$ cat config.mk
export PLATFORM = sky130hd
export DESIGN_NAME = slfc_top
export DESIGN_NICKNAME = d
export VERILOG_FILES = /design/src/include/slfc_pkg.sv /design/src/hw/slfc_lock_gen.sv /design/src/hw/slfc_top.sv
export VERILOG_INCLUDE_DIRS = /design/src /design/src/include
export SDC_FILE = /design/constraint.sdc
export NUM_CORES = 1
export LEC_CHECK = 0
export BUFFER_PORTS_ARGS = -buffer_cell sky130_fd_sc_hd__buf_4
export CORE_ASPECT_RATIO = 2
export CORE_MARGIN = 4
export CORE_UTILIZATION = 49
export DETAILED_ROUTE_END_ITERATION = 12
export HOLD_SLACK_MARGIN = 0.1
export PLACE_DENSITY = 0.81
export SLEW_MARGIN = 20
export SYNTH_ARGS = -nofsm -noshare
export SYNTH_HDL_FRONTEND = slang
export SYNTH_HIERARCHICAL = 1
export SYNTH_SLANG_ARGS = --single-unit
$ cat constraint.sdc
create_clock -name SYS_CLK -period 2.2 [get_ports SYS_CLK]
set_input_delay 0.55 -clock SYS_CLK [delete_from_list [all_inputs] [get_ports SYS_CLK]]
set_output_delay 0.55 -clock SYS_CLK [all_outputs]
set_load 0.01 [all_outputs]
$ cat src/include/slfc_map.svh
// Purpose: Offsets, field positions, reset values and counts for the
//          split lock and fetch control block
// Assumes: APB byte address is four times the register index
// Notes:   Definitions only
`ifndef SLFC_MAP_SVH
`define SLFC_MAP_SVH

// ****************************************************************
// Register indices (byte address = index * 4)
// ****************************************************************
`define SLFC_CTRL_IDX        8'h33
`define SLFC_STAT_IDX        8'h34

// ****************************************************************
// Control register fields
// ****************************************************************
`define SLFC_SPLIT_DIS_BIT   31
`define SLFC_ISB_DIS_BIT     30
`define SLFC_CTRL_RST        32'h00000000

// ****************************************************************
// Status register fields
// ****************************************************************
`define SLFC_ST_LOCK_BIT     0
`define SLFC_ST_SEQ_BIT      1
`define SLFC_ST_FEAT_BIT     2
`define SLFC_ST_READY_BIT    3
`define SLFC_ST_DROP_BIT     4
`define SLFC_ST_CNT_LSB      16
`define SLFC_ST_CNT_MSB      31

// ****************************************************************
// Timing
// ****************************************************************
`define SLFC_STRAP_WAIT      2'h3

`endif

$ cat src/include/slfc_pkg.sv
// Purpose: Types shared by the split lock and fetch control files
// Assumes: Nothing
// Notes:   Constants live in slfc_map.svh
package slfc_pkg;

    // ****************************************************************
    // Lock sequencer states
    // ****************************************************************
    typedef enum logic [1:0] {
        LK_IDLE,
        LK_HELD,
        LK_BYPASS
    } slfc_lock_state_t;

endpackage : slfc_pkg

$ cat src/hw/slfc_lock_gen.sv
// Purpose: Drives the bus lock for one locked read-modify-write sequence
// Assumes: seq_act is high for the whole sequence, same clock domain
// Notes:   Split and disable are sampled once, at sequence start
module slfc_lock_gen (
    input  wire logic clk,
    input  wire logic rst_n,
    input  wire logic seq_act,
    input  wire logic line_split,
    input  wire logic split_dis,
    output logic      lock_n,
    output logic      bypass_pulse,
    output logic      seq_busy
);

    slfc_pkg::slfc_lock_state_t state_r;
    slfc_pkg::slfc_lock_state_t state_nxt;

    // ****************************************************************
    // Sequence decision
    // ****************************************************************
    // Decision is frozen for the whole sequence; a mid-sequence
    // write to the disable bit must not drop the lock half way
    always_comb begin
        state_nxt = state_r;
        case (state_r)
            slfc_pkg::LK_IDLE: begin
                if (seq_act) begin
                    if (line_split && split_dis) begin
                        state_nxt = slfc_pkg::LK_BYPASS;
                    end else begin
                        state_nxt = slfc_pkg::LK_HELD;
                    end
                end
            end
            slfc_pkg::LK_HELD: begin
                if (!seq_act) begin
                    state_nxt = slfc_pkg::LK_IDLE;
                end
            end
            slfc_pkg::LK_BYPASS: begin
                if (!seq_act) begin
                    state_nxt = slfc_pkg::LK_IDLE;
                end
            end
            default: begin
                state_nxt = slfc_pkg::LK_IDLE;
            end
        endcase
    end

    // State register
    always_ff @(posedge clk or negedge rst_n) begin
        if (!rst_n) begin
            state_r <= slfc_pkg::LK_IDLE;
        end else begin
            state_r <= state_nxt;
        end
    end

    // Registered lock, low for every cycle the sequence is held
    always_ff @(posedge clk or negedge rst_n) begin
        if (!rst_n) begin
            lock_n <= 1'b1;
        end else begin
            lock_n <= (state_nxt != slfc_pkg::LK_HELD);
        end
    end

    // One pulse per sequence that runs without the lock
    always_ff @(posedge clk or negedge rst_n) begin
        if (!rst_n) begin
            bypass_pulse <= 1'b0;
        end else begin
            bypass_pulse <= (state_r == slfc_pkg::LK_IDLE) &&
                            (state_nxt == slfc_pkg::LK_BYPASS);
        end
    end

    assign seq_busy = (state_r != slfc_pkg::LK_IDLE);

endmodule // slfc_lock_gen

$ cat src/hw/slfc_top.sv
// Purpose: Lock and prefetch control register with its bus lock logic
// Assumes: APB master on SYS_CLK; core lock inputs on SYS_CLK;
//          feature strap is an asynchronous pin
// Notes:   Zero wait-state APB slave, registered read data
//
// Function
// - Set bit 31: split locks skip bus lock
// - Split-lock disable bit resets to zero
// - Bit clear: misaligned locks hold lock throughout
// - Bit set: split sequence carries no atomicity
// - Single-line locked sequences always assert lock
// - Writing one to bit 30 disables streaming
// - Streaming disable bit resets to zero
// - Older revisions: bit 31 reserved, no effect
// - Older revisions drop bit 30 writes; a written one sets the status drop flag
`include "slfc_map.svh"

module slfc_top #(
    parameter int AW = 12
) (
    input  wire logic          SYS_CLK,
    input  wire logic          RST_N,
    // APB slave
    input  wire logic          PSEL,
    input  wire logic          PENABLE,
    input  wire logic          PWRITE,
    input  wire logic [AW-1:0] PADDR,
    input  wire logic [31:0]   PWDATA,
    input  wire logic [3:0]    PSTRB,
    output logic [31:0]        PRDATA,
    output logic               PREADY,
    output logic               PSLVERR,
    // Revision strap, high on silicon with the new control bits
    input  wire logic          FEATURE_REV_PIN,
    // Core side locked sequence
    input  wire logic          CORE_LOCK_SEQ,
    input  wire logic          CORE_LINE_SPLIT,
    // System bus and fetch unit
    output logic               BUS_LOCK_N,
    output logic               ISB_ENABLE
);

    // ****************************************************************
    // Declarations
    // ****************************************************************
    logic        strap_s1_r;
    logic        strap_s2_r;
    logic [1:0]  strap_wait_r;
    logic        feat_r;
    logic        feat_ready_r;
    logic        split_dis_r;
    logic        isb_dis_r;
    logic        drop_r;
    logic [15:0] byp_cnt_r;
    logic [31:0] ctrl_view;
    logic [31:0] stat_view;
    logic [31:0] rd_mux;
    logic        setup_ph;
    logic        access_ph;
    logic        wr_ctrl;
    logic        wr_stat;
    logic        hit;
    logic        byp_pulse;
    logic        seq_busy;
    logic        lock_n;
    logic        drop_evt;

    // Reset word as a named constant so single bits can be selected
    localparam logic [31:0] CTRL_RST = `SLFC_CTRL_RST;

    // ****************************************************************
    // Address decode
    // ****************************************************************
    // Exact byte address match, low two bits zero, for a register index; used for read and write
    function automatic logic reg_sel(input logic [AW-1:0] addr,
                                     input logic [7:0]    idx);
        logic [AW-1:0] byte_addr;
        byte_addr = AW'({idx, 2'b00});
        reg_sel = (addr == byte_addr);
    endfunction

    assign setup_ph  = PSEL && !PENABLE;
    assign access_ph = PSEL && PENABLE;
    assign hit       = reg_sel(PADDR, `SLFC_CTRL_IDX) ||
                       reg_sel(PADDR, `SLFC_STAT_IDX);
    assign wr_ctrl   = access_ph && PWRITE &&
                       reg_sel(PADDR, `SLFC_CTRL_IDX);
    assign wr_stat   = access_ph && PWRITE &&
                       reg_sel(PADDR, `SLFC_STAT_IDX);

    // ****************************************************************
    // Revision strap
    // ****************************************************************
    // Two-stage synchroniser; only the second stage is read
    always_ff @(posedge SYS_CLK or negedge RST_N) begin
        if (!RST_N) begin
            strap_s1_r <= 1'b0;
            strap_s2_r <= 1'b0;
        end else begin
            strap_s1_r <= FEATURE_REV_PIN;
            strap_s2_r <= strap_s1_r;
        end
    end

    // Strap caught once the synchroniser has flushed after release;
    // until then the new bits behave as on older silicon
    always_ff @(posedge SYS_CLK or negedge RST_N) begin
        if (!RST_N) begin
            strap_wait_r <= 2'h0;
            feat_r       <= 1'b0;
            feat_ready_r <= 1'b0;
        end else if (!feat_ready_r) begin
            strap_wait_r <= strap_wait_r + 2'h1;
            if (strap_wait_r == `SLFC_STRAP_WAIT) begin
                feat_r       <= strap_s2_r;
                feat_ready_r <= 1'b1;
            end
        end
    end

    // ****************************************************************
    // Control register
    // ****************************************************************
    // Split-lock disable; on older revisions the bit is reserved,
    // so the write is dropped and the bit stays at zero
    always_ff @(posedge SYS_CLK or negedge RST_N) begin
        if (!RST_N) begin
            split_dis_r <= CTRL_RST[`SLFC_SPLIT_DIS_BIT];
        end else if (wr_ctrl && PSTRB[3] && feat_r) begin
            split_dis_r <= PWDATA[`SLFC_SPLIT_DIS_BIT];
        end
    end

    // Streaming buffer disable, ignored on older revisions with a written one noted in drop_r
    always_ff @(posedge SYS_CLK or negedge RST_N) begin
        if (!RST_N) begin
            isb_dis_r <= CTRL_RST[`SLFC_ISB_DIS_BIT];
        end else if (wr_ctrl && PSTRB[3] && feat_r) begin
            isb_dis_r <= PWDATA[`SLFC_ISB_DIS_BIT];
        end
    end

    // Other bit positions hold no storage and read as zero
    always_comb begin
        ctrl_view = 32'h00000000;
        ctrl_view[`SLFC_SPLIT_DIS_BIT] = split_dis_r;
        ctrl_view[`SLFC_ISB_DIS_BIT]   = isb_dis_r;
    end

    // ****************************************************************
    // Dropped-write flag
    // ****************************************************************
    // A bit-30 write of one on older silicon is discarded but noted;
    // it only helps debug software that ignores the reserved bit
    assign drop_evt = wr_ctrl && PSTRB[3] && !feat_r &&
                      PWDATA[`SLFC_ISB_DIS_BIT];

    // Sticky, write one to clear; a new event wins over the clear
    always_ff @(posedge SYS_CLK or negedge RST_N) begin
        if (!RST_N) begin
            drop_r <= 1'b0;
        end else if (drop_evt) begin
            drop_r <= 1'b1;
        end else if (wr_stat && PSTRB[0] && PWDATA[`SLFC_ST_DROP_BIT]) begin
            drop_r <= 1'b0;
        end
    end

    // ****************************************************************
    // Lock sequencer
    // ****************************************************************
    slfc_lock_gen u_lock (
        .clk          (SYS_CLK),
        .rst_n        (RST_N),
        .seq_act      (CORE_LOCK_SEQ),
        .line_split   (CORE_LINE_SPLIT),
        .split_dis    (split_dis_r && feat_r),
        .lock_n       (lock_n),
        .bypass_pulse (byp_pulse),
        .seq_busy     (seq_busy)
    );

    assign BUS_LOCK_N = lock_n;

    // Count of unlocked split sequences, saturating; writing the
    // upper status half clears it, a same-cycle bypass still counts
    always_ff @(posedge SYS_CLK or negedge RST_N) begin
        if (!RST_N) begin
            byp_cnt_r <= 16'h0000;
        end else if (byp_pulse) begin
            if (byp_cnt_r != 16'hFFFF) begin
                byp_cnt_r <= byp_cnt_r + 16'h0001;
            end
        end else if (wr_stat && PSTRB[3] && PSTRB[2]) begin
            byp_cnt_r <= 16'h0000;
        end
    end

    // ****************************************************************
    // Prefetch enable
    // ****************************************************************
    // Registered so the fetch unit sees a clean level
    always_ff @(posedge SYS_CLK or negedge RST_N) begin
        if (!RST_N) begin
            ISB_ENABLE <= 1'b1;
        end else begin
            ISB_ENABLE <= !isb_dis_r;
        end
    end

    // ****************************************************************
    // Status view
    // ****************************************************************
    always_comb begin
        stat_view = 32'h00000000;
        stat_view[`SLFC_ST_LOCK_BIT]  = !lock_n;
        stat_view[`SLFC_ST_SEQ_BIT]   = seq_busy;
        stat_view[`SLFC_ST_FEAT_BIT]  = feat_r;
        stat_view[`SLFC_ST_READY_BIT] = feat_ready_r;
        stat_view[`SLFC_ST_DROP_BIT]  = drop_r;
        stat_view[`SLFC_ST_CNT_MSB:`SLFC_ST_CNT_LSB] = byp_cnt_r;
    end

    // ****************************************************************
    // APB read path
    // ****************************************************************
    always_comb begin
        rd_mux = 32'h00000000;
        if (reg_sel(PADDR, `SLFC_CTRL_IDX)) begin
            rd_mux = ctrl_view;
        end else if (reg_sel(PADDR, `SLFC_STAT_IDX)) begin
            rd_mux = stat_view;
        end
    end

    // Data captured in the setup cycle so it is from a flop in the
    // access cycle; costs nothing since the slave never waits
    always_ff @(posedge SYS_CLK or negedge RST_N) begin
        if (!RST_N) begin
            PRDATA <= 32'h00000000;
        end else if (setup_ph) begin
            PRDATA <= PWRITE ? 32'h00000000 : rd_mux;
        end
    end

    // Unmapped addresses answer with an error, no state changes
    always_ff @(posedge SYS_CLK or negedge RST_N) begin
        if (!RST_N) begin
            PSLVERR <= 1'b0;
        end else if (setup_ph) begin
            PSLVERR <= !hit;
        end else if (!PSEL) begin
            PSLVERR <= 1'b0;
        end
    end

    // Zero wait states
    assign PREADY = 1'b1;

endmodule // slfc_top

==> out/results.tsv, run 1 <==
metric	value	unit
Post-Synth XOR/XNOR Area	0.3426	%
number of synthesized register bits	52	
relative slew slack	57.34	%
P_leak	1.551	nW
synth warn	6	
pin count of the biggest net entering global routing	53	
Worst setup SP type	primary input	
GPL Wtd Cong	0.8532	
postcts setup bufs	0	
HP Class	primary input to asynchronous set/reset pin	
ys async rst share	100.0	%
WL final	5.598	mm
post-DR wirelength/cell	16.04	um
clock latency on the worst-skew pair	0.29	ns
EDFF count, synth	0	
Synth Cell Area	0.002556	mm2
core footprint	0.005092	mm2
main flop type after synthesis	dfrtp_1	
number of port buffers	49	
Worst EP required	2.39	ns
Compound-Gate Fraction of Synth Area	16.69	%
Overflow after GRT	0	
# hold bufs at CTS	0	
drt initial violations	47	
die area	0.006506	mm2
site row count	37	
Power Density	733.6	mW/mm2
mux share of post-synthesis cell area	2.545	%
Starting Density	50.20	%
Detail Placement HPWL	4.230	mm
Post-Syn Instances	228	
peak supply drop	0.7165	mV
Final Skew	0.001503	ns
Syn Area/Cell	11.21	um2
share of layout cells above drive strength 1	34.71	%
Tmin final	1.925	ns
crit share post-route	87.51	%
fin. max-slew vios	0	
height of the die	110.1	um
clock slew at reported path FFs	0.09	ns
Final WS setup	0.2748	ns
CP arrival	2.11	ns
Least-Margin Pin Slew	0.6400	ns
main combinational cell family by area after synthesis	simple AND/OR/NAND/NOR gates	
All-Layer GR Usage	18.40	%
number of nets in the final layout	351	
DR vias	2018	
critical path class	primary input to flop	
detailed-route vias per instance	5.782	
TritonCTS clock tree	yes	
Post-CTS Resized	0	
outcome	complete, no violations	
Synth cell types	52	
nature of the critical path endpoint	flop	
simple-gate share of the synthesized area	20.26	%
final core utilization	61.50	%
critical-path maximum fanout	6	
first-pass GRT wire length	9.183	mm
cts bufs inserted	5	
Fillers	431	
max-cap violation count	0	
fmax	519.4	MHz
# diodes	0	
RSZ-0062 raised after global routing	no	
area growth from synthesis to layout	22.52	%
DR DRC count	0	
ANT nets after route	0	
antenna violations before repair	0	
area of the multi-input gates	0.001126	mm2
final total power	2.297	mW
Reg area	0.001304	mm2
H-tree level count	2	
area share of fa/ha/maj cells after synthesis	2.447	%
Root Buffer	clkbuf_8	
hold_ws	0.2649	ns
DRT Pass-1 Iters	4	
chip width	59.07	um
CTS sink count	52	
final setup fails	0	
sequential area share after synthesis	51.00	%
DP Worst Slack	-0.03238	ns
Longest Clk Path Bufs	2	
vias in the first global route	1983	
IO Count	92	
Final Hold Fails	0	
[worst paths after layout]
kind                                      start  cells after the start  slack, ns              end
worst min-delay path                      RST_N                      1       0.26      split_dis_r
worst min register to register       strap_s1_r                      0       0.36       strap_s2_r
min in group SYS_CLK            FEATURE_REV_PIN                      1       0.35       strap_s1_r
worst max register to register     byp_cnt_r[3]                      5       0.29     byp_cnt_r[5]
max in group asynchronous                 RST_N                      1       1.50  strap_wait_r[1]
worst max-delay path                  PADDR[10]                      6       0.27     byp_cnt_r[5]
[report_power, final]
part | switching (mW) | total, mW | internal, mW
Combinational | 0.250 | 0.466 | 0.217
Sequential | 0.136 | 1.20 | 1.06
Clock | 0.296 | 0.634 | 0.338
[cell families (layout without fill, tap and decap cells)]
family          Yosys count  count (layout)
simple gates             82              82
xor+xnor                  1               1
buf+inv                  28              81
mux                       6               6
fa+ha+maj                 5               5
compound gates           52              52
other cells               2              12
flops                    52              52
[cell usage after synthesis, drive strengths merged (2+ instances only)]
master | count | area (um2)
a211o | 4 | 35.03
a21oi | 3 | 15.01
a22o | 21 | 197.7
a22oi | 2 | 15.01
a31oi | 4 | 25.02
and2 | 4 | 25.02
and3 | 6 | 37.54
and4 | 3 | 26.28
buf | 16 | 118.9
clkbuf | 5 | 18.77
conb | 2 | 7.510
dfrtp | 50 | 1251
dfstp | 2 | 52.55
ha | 5 | 62.56
inv | 7 | 26.28
mux2 | 4 | 45.04
mux2i | 2 | 20.02
nand2 | 19 | 71.32
nand2b | 3 | 18.77
nand3 | 7 | 35.03
nand3b | 4 | 33.78
nand4 | 8 | 65.06
nor2 | 6 | 22.52
nor3 | 8 | 51.30
nor4 | 3 | 18.77
nor4b | 2 | 38.78
o211ai | 2 | 15.01
o21ai | 4 | 20.01
o31ai | 4 | 30.03
or2 | 3 | 18.77
or3 | 2 | 12.51
[state kept, by name, indices dropped and copies added (netlist names), 2 cells and up]
signal          count
strap_wait_r        2
u_lock/state_r      2
PRDATA             21
byp_cnt_r          16
[critical path, cell delays in order]
cell and delay, ns:
buf_4 0.12, nor4b_4 0.27, nand3b_2 0.16, nor4_1 0.43, nor2_1 0.24, a211o_1 0.34
[final cells by class]
| class | instances | share of cell area [%] |
|---|---|---|
| Sequential cell | 52 | 41.63 |
| Tap cell | 58 | 2.317 |
| Clock inverter | 2 | 1.119 |
| Inverter | 7 | 0.8390 |
| Clock buffer | 6 | 2.317 |
| Multi-Input combinational cell | 158 | 35.96 |
| Timing Repair Buffer | 66 | 15.82 |
[per-stage QoR]
step / instance area (um2) / setup TNS [ns] / instances
floorplan: 2594 / 0 / 238
global placement: 3024 / 0 / 341
detailed placement: 3024 / -0.09286 / 341
CTS: 3132 / 0 / 349
global route: 3132 / 0 / 349
finish: 3132 / 0 / 349
[layer usage]
metal	GRT usage, %	wire length [um]	vias to the layer above
met4	8.428	152	0
met3	3.030	221	16
met2	33.54	3202	54
met1	20.12	2022	1005
li1	-	-	943
met5	0	0	-
[cells in the final DEF (no fill, tap or decap), types with 7 or more instances in the layout]
cell / Yosys / routed
conb_1: 2 / 12
nand3_1: 7 / 7
nand4_1: 7 / 7
a22o_2: 11 / 11
nor3_1: 7 / 7
inv_1: 7 / 7
buf_4: 13 / 66
dfrtp_1: 50 / 50
nand2_1: 19 / 19
a22o_1: 10 / 10
No activity file was read; power rests on OpenSTA's default activity.
==> run 2: changes to the inputs <==
--- a/config.mk
+++ b/config.mk
@@ -6,13 +6,14 @@
 export SDC_FILE = /design/constraint.sdc
 export NUM_CORES = 1
 export LEC_CHECK = 0
+export ABC_AREA = 1
 export BUFFER_PORTS_ARGS = -buffer_cell sky130_fd_sc_hd__buf_4
 export CORE_ASPECT_RATIO = 2
 export CORE_MARGIN = 4
-export CORE_UTILIZATION = 49
+export CORE_UTILIZATION = 51
 export DETAILED_ROUTE_END_ITERATION = 12
 export HOLD_SLACK_MARGIN = 0.1
-export PLACE_DENSITY = 0.81
+export PLACE_DENSITY = 0.83
 export SLEW_MARGIN = 20
 export SYNTH_ARGS = -nofsm -noshare
 export SYNTH_HDL_FRONTEND = slang
==> run 2 against run 1 <==
  * Power decreased by 22%
  * Clock skew up 0.0064 ns
  * Synthesized cell count rose by 60%
  * Sequential share of layout area shrank 1.4 points
  * Critical endpoint is now byp_cnt_r[1]
  * Largest cell class unchanged
==> out/results.tsv, run 2 <==
metric	value	unit	change
ys async rst share	100.0	%	unchanged
Top Registers	PRDATA: 21 flops, byp_cnt_r: 16 flops		
Worst EP required	2.45	ns	+0.06 ns
EDFF count, synth	0		unchanged
Detail Placement HPWL	4.605	mm	+8.9%
number of port buffers	49		unchanged
H-tree level count	2		unchanged
Longest Clk Path Bufs	2		unchanged
WL final	6.287	mm	+12%
# diodes	0		unchanged
CTS sink count	52		unchanged
relative slew slack	56.55	%	-0.78 points
# hold bufs at CTS	0		unchanged
CP arrival	1.93	ns	-0.18 ns
top cell type's share of synthesized area	44.98	%	-4.0 points
commonest non-fill, non-tap cell in the layout	nand2_1		
final setup fails	0		unchanged
max-cap violation count	0		unchanged
fin. max-slew vios	0		unchanged
area share of fa/ha/maj cells after synthesis	2.249	%	-0.20 points
site row count	37		unchanged
mux share of post-synthesis cell area	0	%	-2.5 points
height of the die	112.4	um	+2.1%
simple-gate share of the synthesized area	38.46	%	+18 points
number of nets in the final layout	475		+35%
Syn Area/Cell	7.620	um2	-32%
Synth Cell Area	0.002781	mm2	+8.8%
Worst setup SP type	flop		
Least-Margin Pin Slew	0.6517	ns	+0.01172 ns
Starting Density	53.17	%	+3.0 points
CP cell instances	ha_1, nand2_1, nor2_1, nand2_2, o21ai_4, nand3_1, nand2_1		
cts bufs inserted	5		unchanged
sequential area share after synthesis	46.87	%	-4.1 points
antenna violations before repair	0		unchanged
highest routed metal layer	met4		
DRT Pass-1 Iters	4		unchanged
chip width	60.22	um	+1.9%
post-DR wirelength/cell	13.29	um	-17%
Final WS setup	0.5247	ns	+0.2499 ns
DR DRC count	0		unchanged
Comb power frac	12.1	%	-8.2 points
DP Worst Slack	0.3444	ns	+0.3768 ns
Compound-Gate Fraction of Synth Area	1.799	%	-15 points
DR vias	2466		+22%
Synth cell types	31		-40%
cell family with most CP delay	simple AND/OR/NAND/NOR gates		
Root Buffer	clkbuf_8		
most frequent CP cell	nand2_1		
Worst path max stage delay	0.44	ns	about the same
clock power share	31.7	%	+4.1 points
Inst Count DP	465		+36%
Switching Share	27.30	%	-2.4 points
crit share post-route	76.15	%	-11 points
commonest cells after routing, fill and taps aside	129 x nand2_1, 59 x nand3_1, 53 x buf_4		
largest cells by area after synthesis	dfrtp_1 45%, nand2_1 17%, nand3_1 11%		
Crit-path slowest cell	o21ai_4		
Tmin final	1.675	ns	-0.2499 ns
Power Density	551.5	mW/mm2	-25%
final core utilization	61.92	%	+0.42 points
cell area after layout	0.003239	mm2	+3.4%
dominant cell by count in the synthesized netlist	nand2_1		
Flop pwr share	56.2	%	+4.1 points
nature of the critical path endpoint	flop		
Post-Syn Instances	365		+60%
Overflow after GRT	0		unchanged
ANT nets after route	0		unchanged
TritonCTS clock tree	yes		
main flop type after synthesis	dfrtp_1		
wl on met1	2.285	mm	+13%
Top reg by flops	PRDATA		
clock slew at reported path FFs	0.10	ns	about the same
postcts setup bufs	0		unchanged
HP Class	primary input to asynchronous set/reset pin		
fmax	596.9	MHz	+15%
detailed-route vias per instance	5.214		-9.8%
core footprint	0.005231	mm2	+2.7%
share of layout cells above drive strength 1	19.28	%	-15 points
synth warn	6		unchanged
Final Skew	0.007856	ns	+0.006353 ns
Synth area leader	dfrtp_1		
critical-path maximum fanout	16		+10
critical path class	flop to flop		
Setup TNS	0	ns	unchanged
pin count of the biggest net entering global routing	53		unchanged
Largest register FFs	21		unchanged
Post-synth top cells	129 x nand2_1, 59 x nand3_1, 50 x dfrtp_1		
Post-Layout Cell Count	473		+36%
Int Pwr	1.299	mW	-20%
Post-Synth XOR/XNOR Area	0.6298	%	+0.29 points
crit path buf inv count	0		-1
outcome	complete, no violations		
RSZ-0062 raised after global routing	no		
All-Layer GR Usage	19.57	%	+1.2 points
GPL Wtd Cong	0.8528		about the same
drt initial violations	63		+34%
dpl cell area	0.003147	mm2	+4.1%
routed length on met3	293	um	+33%
Final Hold Fails	0		unchanged
die area	0.006771	mm2	+4.1%
peak supply drop	0.7057	mV	-1.5%
Psw	0.4877	mW	-28%
Post-CTS Resized	0		unchanged
number of synthesized register bits	52		unchanged
vias in the first global route	2341		+18%
area growth from synthesis to layout	16.46	%	
main combinational cell family by area after synthesis	simple AND/OR/NAND/NOR gates		
met2 WL	3.494	mm	+9.1%
first-pass GRT wire length	10.27	mm	+12%
P_leak	1.981	nW	+28%
clock latency on the worst-skew pair	0.31	ns	+0.02 ns
IO Count	92		unchanged
-- run 2: cell types whose count changed in the layout (fill, tap and decap cells not counted), moves of 5 or more --
cell | before | now
nor2_1 | 6 | 32
and3_1 | 6 | 0
a22o_1 | 10 | 0
buf_4 | 66 | 53
nand2_1 | 19 | 129
nand4_1 | 7 | 2
nand3_1 | 7 | 59
nor3_1 | 7 | 1
inv_1 | 7 | 33
a22o_2 | 11 | 0
-- run 2: power by group through the flow --
| stage | registers [mW] | logic [mW] | clock network, mW |
|---|---|---|---|
| after floorplan | 1.02 | 0.129 | 0 |
| after global placement | 1.02 | 0.207 | 0 |
| after detailed placement | 1.02 | 0.217 | 0 |
| after CTS | 1.00 | 0.217 | 0.576 |
| after global routing | 1.01 | 0.239 | 0.607 |
| final | 1.00 | 0.216 | 0.567 |
-- run 2: area by class of cell --
type	instances	area [um2]
tap	58	72.57
inverter	34	127.6
multi-input combinational	268	1245
clock buffer	5	68.82
sequential	52	1304
timing repair buffer	53	397.9
fill	496	1992
clock inverter	3	23.77
-- run 2: worst paths after layout --
path | from | to | slack, ns | cells past startpoint
worst max-delay path | byp_cnt_r[0] | byp_cnt_r[1] | 0.52 | 7
worst min-delay path | RST_N | PRDATA[30] | 0.26 | 1
worst max register to register | byp_cnt_r[0] | byp_cnt_r[1] | 0.52 | 7
worst min register to register | strap_s1_r | strap_s2_r | 0.36 | 0
max in group asynchronous | RST_N | PRDATA[19] | 1.51 | 1
min in group SYS_CLK | FEATURE_REV_PIN | strap_s1_r | 0.34 | 1
-- run 2: metal layers --
metal	GRT usage [%]	vias to the layer above
met5	0	-
met3	2.532	18
met2	34.68	69
met1	21.17	1159
li1	-	1220
met4	10.80	0
-- run 2: worst reg2reg max path, cell delays in order (launching register included) --
cell,delay [ns]
dfrtp_1,0.42
ha_1,0.18
nand2_1,0.08
nor2_1,0.16
nand2_2,0.11
o21ai_4,0.44
nand3_1,0.14
nand2_1,0.09
-- run 2: through the flow --
stage	power [mW]	hold WS, ns
after floorplan	1.152	0.2544
after global placement	1.225	0.3359
after detailed placement	1.239	0.3387
after CTS	1.796	0.2830
after global routing	1.853	0.3098
final	1.787	0.2589
-- run 2: logic make-up after synthesis --
| group | count (synthesis) |
|---|---|
| compound gates | 6 |
| xor+xnor | 2 |
| fa+ha+maj | 5 |
| buf+inv | 55 |
| flops | 52 |
| other cells | 2 |
| simple gates | 243 |
